## src/kbwm_pkg.sv

```systemverilog
/*
  Constants, register map and helpers of the keyboard wake scan code
  matcher. Assumes a 50 MHz system clock and word-aligned AXI4-Lite.
*/
// Summary of operation
// - Second make byte checked for multi-byte codes only
// - Break byte one checked first in break sequences, except set 2 single
// - Break byte two checked second in multi-byte breaks, except set 2 single where it is first
// - Break byte three checked third in set 2 multi-byte, second in set 2 single
// - Zero in a match register matches anything
// - Reset loads set 2 power key codes
// - Each match register is eight bit read/write
// - First make byte checked; resets to E0
// - Two-bit selector picks set and byte count
// - Release field decides when power-button status drops
`default_nettype none
package kbwm_pkg;

  // Register indices; byte address is four times the index
  localparam logic [7:0] KBWM_IDX_MAKE1   = 8'h5F;
  localparam logic [7:0] KBWM_IDX_MAKE2   = 8'h60;
  localparam logic [7:0] KBWM_IDX_BREAK1  = 8'h61;
  localparam logic [7:0] KBWM_IDX_BREAK2  = 8'h62;
  localparam logic [7:0] KBWM_IDX_BREAK3  = 8'h63;
  localparam logic [7:0] KBWM_IDX_CONFIG  = 8'h64;
  localparam logic [7:0] KBWM_IDX_STATUS  = 8'h70;
  localparam logic [7:0] KBWM_IDX_CLEAR   = 8'h71;
  localparam logic [7:0] KBWM_IDX_ENABLE  = 8'h72;

  // Values after reset
  localparam logic [7:0] KBWM_RST_MAKE1   = 8'hE0;
  localparam logic [7:0] KBWM_RST_MAKE2   = 8'h37;
  localparam logic [7:0] KBWM_RST_BREAK1  = 8'hE0;
  localparam logic [7:0] KBWM_RST_BREAK2  = 8'hF0;
  localparam logic [7:0] KBWM_RST_BREAK3  = 8'h37;
  localparam logic [7:0] KBWM_RST_CONFIG  = 8'h6C;
  localparam logic [7:0] KBWM_WILDCARD    = 8'h00;

  // Config field positions
  localparam int KBWM_FMT_LSB = 2;
  localparam int KBWM_REL_LSB = 4;
  localparam int KBWM_FIXED_ONE_BIT = 6;

  // Status bit positions
  localparam int KBWM_STS_MAKE    = 0;
  localparam int KBWM_STS_BREAK   = 1;
  localparam int KBWM_STS_RELEASE = 2;

  localparam logic [1:0] KBWM_RESP_OKAY   = 2'h0;
  localparam logic [1:0] KBWM_RESP_SLVERR = 2'h2;

  // Fixed-delay release time
  localparam longint KBWM_CLK_HZ         = 50000000;
  localparam longint KBWM_PB_RELEASE_MS  = 1000;
  localparam int unsigned KBWM_PB_RELEASE_CYCLES =
    int'((KBWM_PB_RELEASE_MS * KBWM_CLK_HZ + 999) / 1000);

  typedef enum logic [1:0] {
    KBWM_FMT_SET1_SINGLE,
    KBWM_FMT_SET1_MULTI,
    KBWM_FMT_SET2_SINGLE,
    KBWM_FMT_SET2_MULTI
  } kbwm_fmt_e;

  typedef enum logic [1:0] {
    KBWM_REL_DELAY,
    KBWM_REL_OTHER_KEY,
    KBWM_REL_BREAK,
    KBWM_REL_RESERVED
  } kbwm_rel_e;

  function automatic logic kbwm_idx_mapped(input logic [7:0] idx);
    return (idx >= KBWM_IDX_MAKE1 && idx <= KBWM_IDX_CONFIG) ||
           (idx >= KBWM_IDX_STATUS && idx <= KBWM_IDX_ENABLE);
  endfunction

endpackage
`default_nettype wire

```

## src/kbwm_reg_if.sv

```systemverilog
/*
  Register access carrier between the bus slave and the register file.
  Assumes one clock domain; all signals are sampled on clk_sys.
*/
`timescale 1ns/1ps
`default_nettype none
interface kbwm_reg_if;
  logic       wr_pulse;
  logic [7:0] wr_idx;
  logic [7:0] wr_data;
  logic [7:0] rd_idx;
  logic [7:0] rd_data;

  modport slave (output wr_pulse, output wr_idx, output wr_data,
                 output rd_idx, input rd_data);
  modport regs  (input wr_pulse, input wr_idx, input wr_data,
                 input rd_idx, output rd_data);
endinterface
`default_nettype wire

```

## src/kbwm_top.sv

```systemverilog
/*
  Keyboard wake scan code matcher: match registers, make and break
  sequence trackers, power-button status, interrupt and bus slave.
  Assumes scan_valid marks a parity-checked byte from the keyboard
  receiver, synchronous to clk_sys, one cycle per byte.
*/
`timescale 1ns/1ps
`default_nettype none
module kbwm_top
  import kbwm_pkg::*;
#(
  parameter int unsigned PB_RELEASE_CYCLES = kbwm_pkg::KBWM_PB_RELEASE_CYCLES
) (
  input  wire logic        clk_sys,
  input  wire logic        reset,
  input  wire logic        awvalid,
  output var  logic        awready,
  input  wire logic [11:0] awaddr,
  input  wire logic        wvalid,
  output var  logic        wready,
  input  wire logic [31:0] wdata,
  input  wire logic [3:0]  wstrb,
  output var  logic        bvalid,
  input  wire logic        bready,
  output var  logic [1:0]  bresp,
  input  wire logic        arvalid,
  output var  logic        arready,
  input  wire logic [11:0] araddr,
  output var  logic        rvalid,
  input  wire logic        rready,
  output var  logic [31:0] rdata,
  output var  logic [1:0]  rresp,
  input  wire logic        scan_valid,
  input  wire logic [7:0]  scan_byte,
  output var  logic        wake_event,
  output var  logic        keyboard_power_button_status,
  output var  logic        irq
);

  ////////////////////////////////////////////////////////////////////////
  // State

  typedef struct packed {
    logic [7:0] make1;
    logic [7:0] make2;
    logic [7:0] break1;
    logic [7:0] break2;
    logic [7:0] break3;
    kbwm_fmt_e  fmt;
    kbwm_rel_e  rel;
    logic [1:0] make_pos;
    logic [1:0] break_pos;
    logic       pb;
    logic [2:0] sts;
    logic [2:0] en;
    logic       irq;
    logic       wake;
  } kbwm_top_s;

  kbwm_top_s q;
  kbwm_top_s next_q;

  kbwm_reg_if regif ();

  logic       timer_expired;
  logic       make_hit;
  logic       make_miss;
  logic       break_hit;
  logic       pb_release;
  logic [2:0] make_step;
  logic [2:0] break_step;
  logic [2:0] clr_bits;

  ////////////////////////////////////////////////////////////////////////
  // Matching helpers

  // Zero stands for any byte
  function automatic logic byte_hit(input logic [7:0] want,
                                    input logic [7:0] got);
    return (want == KBWM_WILDCARD) || (want == got);
  endfunction

  // Format bit 0 set means a two-byte make code
  function automatic logic [1:0] make_len(input kbwm_fmt_e fmt);
    return fmt[0] ? 2'h2 : 2'h1;
  endfunction

  function automatic logic [7:0] make_want(input logic [1:0] pos,
                                           input kbwm_top_s s);
    return (pos == 2'h0) ? s.make1 : s.make2;
  endfunction

  // Set 2 single break is F0 then key, so it uses bytes two and three
  function automatic logic [1:0] break_len(input kbwm_fmt_e fmt);
    logic [1:0] len;
    len = 2'h1;
    unique case (fmt)
      KBWM_FMT_SET1_SINGLE: len = 2'h1;
      KBWM_FMT_SET1_MULTI:  len = 2'h2;
      KBWM_FMT_SET2_SINGLE: len = 2'h2;
      KBWM_FMT_SET2_MULTI:  len = 2'h3;
    endcase
    return len;
  endfunction

  function automatic logic [7:0] break_want(input logic [1:0] pos,
                                            input kbwm_top_s s);
    logic [7:0] want;
    want = s.break1;
    unique case (s.fmt)
      KBWM_FMT_SET1_SINGLE: want = s.break1;
      KBWM_FMT_SET1_MULTI:  want = (pos == 2'h0) ? s.break1 : s.break2;
      KBWM_FMT_SET2_SINGLE: want = (pos == 2'h0) ? s.break2 : s.break3;
      KBWM_FMT_SET2_MULTI: begin
        if (pos == 2'h0) begin
          want = s.break1;
        end else if (pos == 2'h1) begin
          want = s.break2;
        end else begin
          want = s.break3;
        end
      end
    endcase
    return want;
  endfunction

  // Returns {complete, next position}; a mismatch may restart the run
  function automatic logic [2:0] step(input logic [1:0] pos,
                                      input logic [1:0] len,
                                      input logic [7:0] want,
                                      input logic [7:0] first,
                                      input logic [7:0] got);
    logic [2:0] r;
    r = 3'h0;
    if (byte_hit(want, got)) begin
      if (pos + 2'h1 == len) begin
        r = 3'h4;
      end else begin
        r = {1'b0, pos + 2'h1};
      end
    end else if (pos != 2'h0 && byte_hit(first, got)) begin
      // The failing byte may itself open a new run
      r = (len == 2'h1) ? 3'h4 : 3'h1;
    end
    return r;
  endfunction

  function automatic logic [7:0] read_reg(input logic [7:0] idx,
                                          input kbwm_top_s s);
    logic [7:0] d;
    d = 8'h00;
    unique case (idx)
      KBWM_IDX_MAKE1:  d = s.make1;
      KBWM_IDX_MAKE2:  d = s.make2;
      KBWM_IDX_BREAK1: d = s.break1;
      KBWM_IDX_BREAK2: d = s.break2;
      KBWM_IDX_BREAK3: d = s.break3;
      KBWM_IDX_CONFIG: begin
        d[KBWM_FIXED_ONE_BIT] = 1'b1;
        d[KBWM_REL_LSB +: 2] = s.rel;
        d[KBWM_FMT_LSB +: 2] = s.fmt;
      end
      KBWM_IDX_STATUS: d = {5'h00, s.sts};
      KBWM_IDX_ENABLE: d = {5'h00, s.en};
      default:         d = 8'h00;
    endcase
    return d;
  endfunction

  ////////////////////////////////////////////////////////////////////////
  // Bus slave and release timer

  kbwm_axil_slave u_slave (
    .clk_sys (clk_sys),
    .reset   (reset),
    .awvalid (awvalid),
    .awready (awready),
    .awaddr  (awaddr),
    .wvalid  (wvalid),
    .wready  (wready),
    .wdata   (wdata),
    .wstrb   (wstrb),
    .bvalid  (bvalid),
    .bready  (bready),
    .bresp   (bresp),
    .arvalid (arvalid),
    .arready (arready),
    .araddr  (araddr),
    .rvalid  (rvalid),
    .rready  (rready),
    .rdata   (rdata),
    .rresp   (rresp),
    .regif   (regif.slave)
  );

  assign regif.rd_data = read_reg(regif.rd_idx, q);

  // Restarted by every make match; stopped when status drops another way
  kbwm_release_timer #(
    .CYCLES (PB_RELEASE_CYCLES)
  ) u_timer (
    .clk_sys (clk_sys),
    .reset   (reset),
    .start   (make_hit),
    .stop    (pb_release && !timer_expired),
    .expired (timer_expired)
  );

  ////////////////////////////////////////////////////////////////////////
  // Sequence trackers and events

  assign make_step  = step(q.make_pos, make_len(q.fmt),
                           make_want(q.make_pos, q), q.make1, scan_byte);
  assign break_step = step(q.break_pos, break_len(q.fmt),
                           break_want(q.break_pos, q),
                           break_want(2'h0, q), scan_byte);

  assign make_hit  = scan_valid && make_step[2];
  assign break_hit = scan_valid && break_step[2];
  // Any byte that does not advance the make sequence
  assign make_miss = scan_valid && !make_step[2] &&
                     !byte_hit(make_want(q.make_pos, q), scan_byte);

  // Delay mode leaves the end of the pulse to the timer
  always_comb begin
    pb_release = 1'b0;
    unique case (q.rel)
      KBWM_REL_DELAY:     pb_release = timer_expired;
      KBWM_REL_OTHER_KEY: pb_release = make_miss;
      KBWM_REL_BREAK:     pb_release = break_hit;
      // Reserved code falls back to the fixed delay
      KBWM_REL_RESERVED:  pb_release = timer_expired;
    endcase
  end

  // Clear acts only where the written data holds ones
  assign clr_bits = (regif.wr_pulse && regif.wr_idx == KBWM_IDX_CLEAR)
                    ? regif.wr_data[2:0] : 3'h0;

  ////////////////////////////////////////////////////////////////////////
  // Next state

  always_comb begin
    next_q = q;
    next_q.wake = make_hit;
    if (scan_valid) begin
      next_q.make_pos  = make_step[1:0];
      next_q.break_pos = break_step[1:0];
    end
    if (regif.wr_pulse) begin
      unique case (regif.wr_idx)
        KBWM_IDX_MAKE1:  next_q.make1 = regif.wr_data;
        KBWM_IDX_MAKE2:  next_q.make2 = regif.wr_data;
        KBWM_IDX_BREAK1: next_q.break1 = regif.wr_data;
        KBWM_IDX_BREAK2: next_q.break2 = regif.wr_data;
        KBWM_IDX_BREAK3: next_q.break3 = regif.wr_data;
        KBWM_IDX_CONFIG: begin
          next_q.fmt = kbwm_fmt_e'(regif.wr_data[KBWM_FMT_LSB +: 2]);
          next_q.rel = kbwm_rel_e'(regif.wr_data[KBWM_REL_LSB +: 2]);
          // New format invalidates partial progress
          next_q.make_pos = 2'h0;
          next_q.break_pos = 2'h0;
        end
        KBWM_IDX_ENABLE: next_q.en = regif.wr_data[2:0];
        default: begin
        end
      endcase
    end
    // A new make match outranks any release in the same cycle
    if (make_hit) begin
      next_q.pb = 1'b1;
    end else if (pb_release) begin
      next_q.pb = 1'b0;
    end
    // Status takes no direct writes; only the clear register lowers it
    // Hardware set wins over software clear
    next_q.sts = (q.sts & ~clr_bits) |
                 {q.pb && pb_release && !make_hit, break_hit, make_hit};
    next_q.irq = |(next_q.sts & next_q.en);
  end

  always_ff @(posedge clk_sys) begin
    if (reset) begin
      q        <= '0;
      // Match registers wake up holding the power key codes
      q.make1  <= KBWM_RST_MAKE1;
      q.make2  <= KBWM_RST_MAKE2;
      q.break1 <= KBWM_RST_BREAK1;
      q.break2 <= KBWM_RST_BREAK2;
      q.break3 <= KBWM_RST_BREAK3;
      q.fmt    <= kbwm_fmt_e'(KBWM_RST_CONFIG[KBWM_FMT_LSB +: 2]);
      q.rel    <= kbwm_rel_e'(KBWM_RST_CONFIG[KBWM_REL_LSB +: 2]);
    end else begin
      q <= next_q;
    end
  end

  ////////////////////////////////////////////////////////////////////////
  // Outputs, all straight from the state register

  assign wake_event                   = q.wake;
  assign keyboard_power_button_status = q.pb;
  assign irq                          = q.irq;

endmodule // kbwm_top
`default_nettype wire

```

## src/kbwm_axil_slave.sv

```systemverilog
/*
  AXI4-Lite slave: one write and one read at a time, lane 0 only.
  Assumes the register side answers reads combinationally.
*/
`timescale 1ns/1ps
`default_nettype none
module kbwm_axil_slave
  import kbwm_pkg::*;
(
  input  wire logic        clk_sys,
  input  wire logic        reset,
  input  wire logic        awvalid,
  output var  logic        awready,
  input  wire logic [11:0] awaddr,
  input  wire logic        wvalid,
  output var  logic        wready,
  input  wire logic [31:0] wdata,
  input  wire logic [3:0]  wstrb,
  output var  logic        bvalid,
  input  wire logic        bready,
  output var  logic [1:0]  bresp,
  input  wire logic        arvalid,
  output var  logic        arready,
  input  wire logic [11:0] araddr,
  output var  logic        rvalid,
  input  wire logic        rready,
  output var  logic [31:0] rdata,
  output var  logic [1:0]  rresp,
  kbwm_reg_if.slave        regif
);
  typedef struct packed {
    logic        awready;
    logic        aw_got;
    logic [7:0]  aw_idx;
    logic        wready;
    logic        w_got;
    logic [7:0]  w_data;
    logic        w_lane0;
    logic        bvalid;
    logic [1:0]  bresp;
    logic        arready;
    logic        rvalid;
    logic [31:0] rdata;
    logic [1:0]  rresp;
    logic        wr_pulse;
  } kbwm_axil_s;

  kbwm_axil_s q;
  kbwm_axil_s next_q;

  assign awready        = q.awready;
  assign wready         = q.wready;
  assign bvalid         = q.bvalid;
  assign bresp          = q.bresp;
  assign arready        = q.arready;
  assign rvalid         = q.rvalid;
  assign rdata          = q.rdata;
  assign rresp          = q.rresp;
  assign regif.wr_pulse = q.wr_pulse;
  assign regif.wr_idx   = q.aw_idx;
  assign regif.wr_data  = q.w_data;
  assign regif.rd_idx   = araddr[9:2];

  always_comb begin
    next_q = q;
    next_q.wr_pulse = 1'b0;
    if (awvalid && q.awready) begin
      next_q.aw_got = 1'b1;
      next_q.aw_idx = awaddr[9:2];
      next_q.awready = 1'b0;
    end
    if (wvalid && q.wready) begin
      next_q.w_got = 1'b1;
      next_q.w_data = wdata[7:0];
      next_q.w_lane0 = wstrb[0];
      next_q.wready = 1'b0;
    end
    // Write commits once both halves are in and no response is pending
    if (q.aw_got && q.w_got && !q.bvalid) begin
      next_q.aw_got = 1'b0;
      next_q.w_got = 1'b0;
      next_q.bvalid = 1'b1;
      next_q.wr_pulse = q.w_lane0 && kbwm_idx_mapped(q.aw_idx);
      next_q.bresp = kbwm_idx_mapped(q.aw_idx) ? KBWM_RESP_OKAY
                                               : KBWM_RESP_SLVERR;
    end
    if (q.bvalid && bready) begin
      next_q.bvalid = 1'b0;
    end
    if (!q.aw_got && !q.bvalid && !(awvalid && q.awready)) begin
      next_q.awready = 1'b1;
    end
    if (!q.w_got && !q.bvalid && !(wvalid && q.wready)) begin
      next_q.wready = 1'b1;
    end
    if (arvalid && q.arready) begin
      next_q.arready = 1'b0;
      next_q.rvalid = 1'b1;
      next_q.rdata = {24'h000000, regif.rd_data};
      next_q.rresp = kbwm_idx_mapped(araddr[9:2]) ? KBWM_RESP_OKAY
                                                  : KBWM_RESP_SLVERR;
    end else if (q.rvalid && rready) begin
      next_q.rvalid = 1'b0;
    end else if (!q.rvalid) begin
      next_q.arready = 1'b1;
    end
  end

  always_ff @(posedge clk_sys) begin
    if (reset) begin
      q <= '0;
    end else begin
      q <= next_q;
    end
  end
endmodule // kbwm_axil_slave
`default_nettype wire

```

## src/kbwm_release_timer.sv

```systemverilog
/*
  One-shot timer for the fixed-delay power-button release.
  Assumes start and stop are single-cycle pulses.
*/
`timescale 1ns/1ps
`default_nettype none
module kbwm_release_timer #(
  parameter int unsigned CYCLES = 1
) (
  input  wire logic clk_sys,
  input  wire logic reset,
  input  wire logic start,
  input  wire logic stop,
  output var  logic expired
);
  typedef struct packed {
    logic [31:0] cnt;
    logic        run;
    logic        expired;
  } kbwm_tmr_s;

  kbwm_tmr_s q;
  kbwm_tmr_s next_q;

  assign expired = q.expired;

  always_comb begin
    next_q = q;
    next_q.expired = 1'b0;
    if (start) begin
      next_q.run = 1'b1;
      next_q.cnt = 32'(CYCLES - 1);
    end else if (stop) begin
      next_q.run = 1'b0;
    end else if (q.run) begin
      if (q.cnt == 32'h0) begin
        next_q.run = 1'b0;
        next_q.expired = 1'b1;
      end else begin
        next_q.cnt = q.cnt - 32'h1;
      end
    end
  end

  always_ff @(posedge clk_sys) begin
    if (reset) begin
      q <= '0;
    end else begin
      q <= next_q;
    end
  end
endmodule // kbwm_release_timer
`default_nettype wire

```

## config.mk

```make
export PLATFORM = sky130hd
export DESIGN_NAME = kbwm_top
export DESIGN_NICKNAME = d
export VERILOG_FILES = /design/src/kbwm_pkg.sv /design/src/kbwm_reg_if.sv /design/src/kbwm_top.sv /design/src/kbwm_axil_slave.sv /design/src/kbwm_release_timer.sv
export SDC_FILE = /design/constraint.sdc
export NUM_CORES = 1
export LEC_CHECK = 0
export ABC_AREA = 1
export BUFFER_PORTS_ARGS = -buffer_cell sky130_fd_sc_hd__buf_2
export CORE_ASPECT_RATIO = 0.7
export CORE_MARGIN = 3
export CORE_UTILIZATION = 38
export CTS_CLUSTER_SIZE = 24
export DETAILED_ROUTE_END_ITERATION = 16
export PLACE_DENSITY = 0.59
export SLEW_MARGIN = 10
export SYNTH_ARGS = -nofsm -noshare
export SYNTH_HDL_FRONTEND = slang
export SYNTH_SLANG_ARGS = --single-unit
```

## constraint.sdc

```tcl
create_clock -name clk_sys -period 2.9 [get_ports clk_sys]
set_input_delay 0.435 -clock clk_sys [delete_from_list [all_inputs] [get_ports clk_sys]]
set_output_delay 0.435 -clock clk_sys [all_outputs]
set_load 0.01 [all_outputs]
```

== After elaboration in Yosys (flattened, before gate mapping) ==
Cells that the tools add are included.
Storage, ports and cells
  output and inout port bits: 44
  flip-flop bits (word level): 128
  bits of input ports: 76
Operators by class
  add/subtract/negate cells: 3
  reductions and logical operators: 76
  muxes and demuxes: 43
  $lt $le $gt $ge: 8
  bitwise gates (word level): 10
  equal/unequal tests: 33
Operator list (count)
  equality test 8 x 7 -> 1 bit (second input constant): 16
  two-way mux 26 bit: 2
  two-way mux 8 bit: 5
  one-hot mux 5 bit (8 select lines): 1
  two-way mux 3 bit: 11
  equality test 8 bit: 4
  >= comparator 8 x 7 -> 1 bit (second input constant): 4
  less-or-equal comparator 8 x 7 -> 1 bit (second input constant): 4
  logical NOT 32 bit: 1
  logical NOT 8 bit: 4
  one-hot mux 8 bit (4 select lines): 1
  subtractor 32 x 1 -> 32 bit (second input constant): 1
  two-way mux 28 bit: 1
  two-way mux 27 bit: 1
  logical AND 1 bit: 26
  one-hot mux 8 bit (2 select lines): 1
  one-hot mux 2 bit (7 select lines): 1
  AND reduction 2 bit: 7
  nonzero test 2 bit: 7
  OR reduction 2 bit: 7
  two-way mux 4 bit: 3
  two-way mux 11 bit: 1
  equality test 2 x 1 -> 1 bit (second input constant): 5
  two-way mux 10 bit: 1
  19 further kinds: 58

== Logic depth before layout (Yosys ltp) ==
  word-level depth: 15
  gate-level depth with buffers: 25

== Cells and area by module ==
From an unflattened synthesis, not the netlist that was laid out.
Unflattened totals
  cell total of the unflattened synthesis: 1280
  area, all modules: 8295.5 um^2
By module, submodules not included
  kbwm_top: times used 1, cells an instance 658, seq. area each 1141.1 um^2, area an instance 4131.5 um^2
  kbwm_release_timer: times used 1, cells an instance 380, seq. area each 680.7 um^2, area an instance 2332.2 um^2
  kbwm_axil_slave: times used 1, cells an instance 242, seq. area each 700.7 um^2, area an instance 1831.8 um^2

== Worst setup path before layout ==
OpenSTA, ideal clock, no wires.
  path type: flip-flop to flip-flop
  start point: register q[15] in the netlist's numbering
  end point: register u_timer.q[5] in the netlist's numbering
  data arrival time: 2394 ps
  path slack: 388 ps
  clock period less this slack: 2512 ps
  buffers on the path: 3
  required time: 2782 ps
  stages on the path, launching flop included: 22
  cell sequence: dfxtp_1 > inv_1 > ha_1 > buf_6 > buf_8 > nand2_2 > o21ai_1 > o21ai_1 > nand2_1 > nand2_1 > nand3_1 > nor3_2 > nand3_1 > nand2_2 > nand2_2 > nand4_1 > nand2_2 > nand3_4 > buf_4 > nand3_1 > nand3_1 > nand2_1
Between the ends
  word-level cells in the longest chain between the ends: 13
RTL lines
  from (decl): RTL line kbwm_top.sv:60  | kbwm_top_s q;
  from (signal assigned): RTL line kbwm_top.sv:294  | q <= next_q;
  equality test 2 bit (tied with other cells): RTL line kbwm_top.sv:97, kbwm_top.sv:110
  OR reduction 3 bit (no line)
  one-hot mux 8 bit (2 select lines): RTL line kbwm_top.sv:110  | unique case (s.fmt)
  equality test 8 bit / logical NOT 8 bit (equally long branches): RTL line kbwm_top.sv:80  | return (want == KBWM_WILDCARD) || (want == got);
  logical OR 1 bit: RTL line kbwm_top.sv:80
  logical AND 1 bit: RTL line kbwm_top.sv:141  | end else if (pos != 2'h0 && byte_hit(first, got)) begin
  two-way mux 3 bit: RTL line kbwm_top.sv:141
  two-way mux 3 bit: RTL line kbwm_top.sv:135  | if (byte_hit(want, got)) begin
  logical AND 1 bit: RTL line kbwm_top.sv:219  | assign break_hit = scan_valid && break_step[2];
  one-hot mux 1 bit (3 select lines): RTL line kbwm_top.sv:227  | unique case (q.rel)
  logical AND 1 bit: RTL line kbwm_top.sv:205  | .stop (pb_release && !timer_expired),
  inequality test 2 bit (no line)
  AND reduction 3 bit (no line)
  to (signal assigned): RTL line kbwm_release_timer.sv:49  | q <= next_q;
  to (decl): RTL line kbwm_release_timer.sv:22  | kbwm_tmr_s q;
Several ways; a longest one is shown, not always the timed one.
A chain may end at the register's enable or synchronous reset.

== Worst setup path after layout ==
  start point: register q[9] in the netlist's numbering
  end point: register u_timer.q[2] in the netlist's numbering
Between the ends
  word-level cells in the longest chain between the ends: 12
RTL lines
  equality test 2 x 1 -> 1 bit: RTL line kbwm_top.sv:117  | end else if (pos == 2'h1) begin
  two-way mux 8 bit: RTL line kbwm_top.sv:117
  two-way mux 8 bit: RTL line kbwm_top.sv:115  | if (pos == 2'h0) begin
  one-hot mux 8 bit (4 select lines): RTL line kbwm_top.sv:110
  equality test 8 bit / logical NOT 8 bit (equally long branches): RTL line kbwm_top.sv:80
  logical OR 1 bit: RTL line kbwm_top.sv:80
  two-way mux 3 bit *: RTL line kbwm_top.sv:135
  logical AND 1 bit *: RTL line kbwm_top.sv:219
  one-hot mux 1 bit (3 select lines) *: RTL line kbwm_top.sv:227
  logical AND 1 bit *: RTL line kbwm_top.sv:205
  inequality test 2 bit (no line) *
  AND reduction 3 bit (no line) *
Every way passes the cells marked *; elsewhere a longest branch is shown, timed or not.

==> run summary <==
- Synth area leaders: dfxtp_1, nand2_1, a21oi_1
- total DRC errors in the routed layout: 0
- filler cell count: 2088
- floorplan die width: 178.3 um
- combinational family with the most area after synthesis: simple AND/OR/NAND/NOR gates
- share of power burned in registers: 40.6%
- headroom to the max-slew limit: 57.58%
- worst-case clock buffer depth: 2
- port bufs: 58
- die outline area: 22580 sq um
- count of cells along the worst register-to-register path: 24
- Worst Hold Class: in2reg
- critical path peak fanout: 5
- maximum number of pins on one net before global-route repair: 74
- chip height: 126.6 um
- share of layout cells above drive strength 1: 17.39%
- Layout Area Growth over Synthesis: 20.09%
- CP required: 3.20 ns
- Boundary Pins: 120
- CTS tree: done
- standard-cell row count: 43
- overall power consumption: 4.409 mW
- combinational fraction of design power: 9.2%
- Pwr per Cell Area: 464.8 nW/um^2
- Hold Vio Cnt, Final: 0
- status: completed
- fraction of power spent switching nets: 28.75%
- WP buf/inv: 3
- DRT Wirelength: 26.14 mm
- antenna-violating nets left: 0
- Clock transition at path regs: 0.06 ns
- mean number of vias per cell: 5.282
- post-synthesis average cell area: 6.694 sq um
- proportion of power drawn by the clock network: 50.2%
- final count of pins violating max slew: 0
- clock latency of the later-clocked register in the worst-skew pair: 0.43 ns
- Tcrit/Tclk final: 95.27%
- area share of xor/xnor cells in the synthesized design: 4.546%
- summed instance area of the synthesized netlist: 7899 sq um
- worst-path cell chain: buf_6 -> ha_4 -> inv_2 -> nand2_2 -> nand3_2 -> nand2_1 -> nand4_1 -> nand2_1 -> nand2_1 -> nand2_1 -> nand3_2 -> nor2_2 -> nand2_2 -> nand2_2 -> nand2_2 -> nand4_1 -> nand2_2 -> nand3_4 -> nand2_8 -> buf_12 -> nand2_4 -> nand2_2 -> nand2_1 -> nand2_1
- synthesis-stage register bit count: 126
- kind of capture point of the worst setup path: register
- depth of the worst hold-timing path: 2
- simple-gate share of the synthesized area: 29.65%
- classification of the worst setup path: reg2reg
- initial antenna violation count: 1
- dominant cell type by area after synthesis: dfxtp_1
- final critical-path required period: 2.763 ns
- routed vias: 8203
- type of element launching the critical path: register
- number of failing setup endpoints in the final timing report: 0
- Starting Density: 39.26%
- Iter 0 DRT Violations: 908
- via count of the first global-routing pass: 7227
- Worst Max-Slew Pin Slew: 0.6339 ns
- Final GP Congestion: 0.9994
- Inserted Clock Buffers: 17
- worst endpoint data arrival time: 3.06 ns
- VDD IR max: 0.4233 mV
- max-capacitance violation count: 0
- global-route wire length before repair: 40.14 mm
- total gr overflow: 0
- most common cell after layout, fill and taps aside: nand2_1
- maximum clock skew at final layout: 0.01693 ns
- Synth warnings: 0
- Critical Path Stages: 24
- utilization after layout: 47.14%
- internal power consumption: 3.142 mW
- post-layout net count: 1359
- Detail Placement HPWL: 19.93 mm
- All-Layer GR Usage: 22.64%
- Yosys cell types: 52
- cell family contributing the most delay on the critical path: simple AND/OR/NAND/NOR gates
- Root Buffer Master: clkbuf_16
- portion of netlist area occupied by mux cells: 0%
- share of the synthesized area in the top cell type: 31.93%
- number of instances in the synthesized netlist: 1180
- sequential element share of the synthesized area: 31.93%
- Num Clock Sinks: 126
- switching component of the power: 1.267 mW
- setup repair after global routing missed its margin: true
- Synth Area in Adders: 2.218%
- Avg WL per Cell: 16.83 um
- leading cell types in the layout, fill and taps excluded: nand2_1, inv_1, dfxtp_1, a21oi_1, nand3_1
- fraction of the mapped netlist area in compound gates: 17.88%
- first-pass detailed-route iteration total: 5
- core area: 20120 sq um
- achievable clock frequency: 361.9 MHz
- maximum cell stage delay along the critical path: 0.38 ns
- static leakage: 4.535 nW
- slowest CP cell: dfxtp_4
- H-tree depth: 4
-- kinds of logic after synthesis --
logic type,count (synthesis)
DFF,126
xor gates and xnor gates,41
adders and majority gates,14
buffers and inverters,224
other,1
and+or+nand+nor,526
AOI/OAI and AO/OA,248
-- registers in the layout (all words and copies together), names as in the netlist, 3 cells and up --
register,flops
u_slave.regif.wr_idx,8
q,54
u_slave.q,3
u_slave.rdata,8
u_slave.regif.wr_data,8
u_timer.q,33
-- metrics by stage --
step / setup WS, ns / hold WS [ns] / setup TNS, ns / instances / instance area, sq um
2_1_floorplan: 0.3883 / 0.4410 / 0 / 1205 / 7993
3_3_place_gp: -0.03765 / 0.4503 / -0.1050 / 1509 / 8556
3_5_place_dp: -0.01322 / 0.4547 / -0.02107 / 1509 / 8556
4_1_cts: 0.06267 / 0.1757 / 0 / 1541 / 9174
5_1_grt: -0.06062 / 0.1850 / -0.4704 / 1552 / 9483
6_report: 0.1370 / 0.1863 / 0 / 1553 / 9485
-- cell usage after synthesis, drive strengths merged --
cell type / n
a22oi: 1
a21oi: 112
o32ai: 3
a221oi: 2
nor3: 26
nand2: 261
o2111ai: 1
o22ai: 12
conb: 1
o41ai: 3
xnor2: 13
or2: 7
o31ai: 5
ha: 14
nor4: 16
o211ai: 21
clkinv: 3
dfxtp: 126
buf: 56
nand3: 98
o221ai: 2
clkbuf: 21
nand4: 22
nor2: 93
or4: 1
nor3b: 1
a211oi: 3
inv: 144
o21ai: 79
xor2: 28
nand3b: 1
a32o: 1
o21a: 3
-- worst reg2reg max path, stage by stage (launching register included) --
cell and delay, ns:
dfxtp_4 0.38, buf_6 0.11, ha_4 0.16, inv_2 0.05
nand2_2 0.05, nand3_2 0.06, nand2_1 0.08, nand4_1 0.22
nand2_1 0.17, nand2_1 0.06, nand2_1 0.07, nand3_2 0.07
nor2_2 0.12, nand2_2 0.11, nand2_2 0.11, nand2_2 0.07
nand4_1 0.08, nand2_2 0.09, nand3_4 0.13, nand2_8 0.10
buf_12 0.18, nand2_4 0.05, nand2_2 0.04, nand2_1 0.04
nand2_1 0.05
-- worst paths after layout --
kind	startpoint	endpoint	slack (ns)
max	q[9]$_SDFF_PP0_	u_timer.q[2]$_SDFFE_PP0P_	0.14
min	bready	u_slave.bvalid$_SDFFE_PP0P_	0.19
min reg2reg	u_slave.rdata[4]$_SDFFE_PP0P_	u_slave.rdata[4]$_SDFFE_PP0P_	0.46
max reg2reg	q[9]$_SDFF_PP0_	u_timer.q[2]$_SDFFE_PP0P_	0.14
-- repair_timing --
action | 4_1_cts | 5_1_grt
hold buffers | 0 | 0
gates resized for setup | 4 | 56
pin swaps | 0 | 15
gates cloned | 0 | 2
setup endpoints to repair | 23 | 37
setup buffers | 0 | 9
-- power groups by stage --
| stage | sequential, mW | combinational (mW) | clock (mW) |
|---|---|---|---|
| finish | 1.79 | 0.404 | 2.21 |
| global placement | 1.83 | 0.376 | 0 |
| detailed placement | 1.83 | 0.379 | 0 |
| CTS | 1.79 | 0.381 | 2.24 |
| floorplan | 1.82 | 0.271 | 0 |
| global route | 1.79 | 0.449 | 2.32 |
-- cell type report --
class | instances | area, sq um | area share, %
Inverter | 147 | 570.5 | 6.015
Sequential cell | 126 | 2532 | 26.70
Multi-Input combinational cell | 855 | 4542 | 47.88
Clock buffer | 17 | 425.4 | 4.485
Antenna cell | 1 | 2.502 | 0.02638
Clock inverter | 15 | 180.2 | 1.899
Tap cell | 270 | 337.8 | 3.562
Timing Repair Buffer | 122 | 894.6 | 9.431
-- metal layers --
metal,wire length [um],track usage [%],share of wire (%)
met1,13450,37.07,51
met3,2640,6.014,10
met4,182,3.846,0.70
met5,0,0,0
met2,9863,29.01,38
Note: power is estimated with default switching activity, not from simulation.
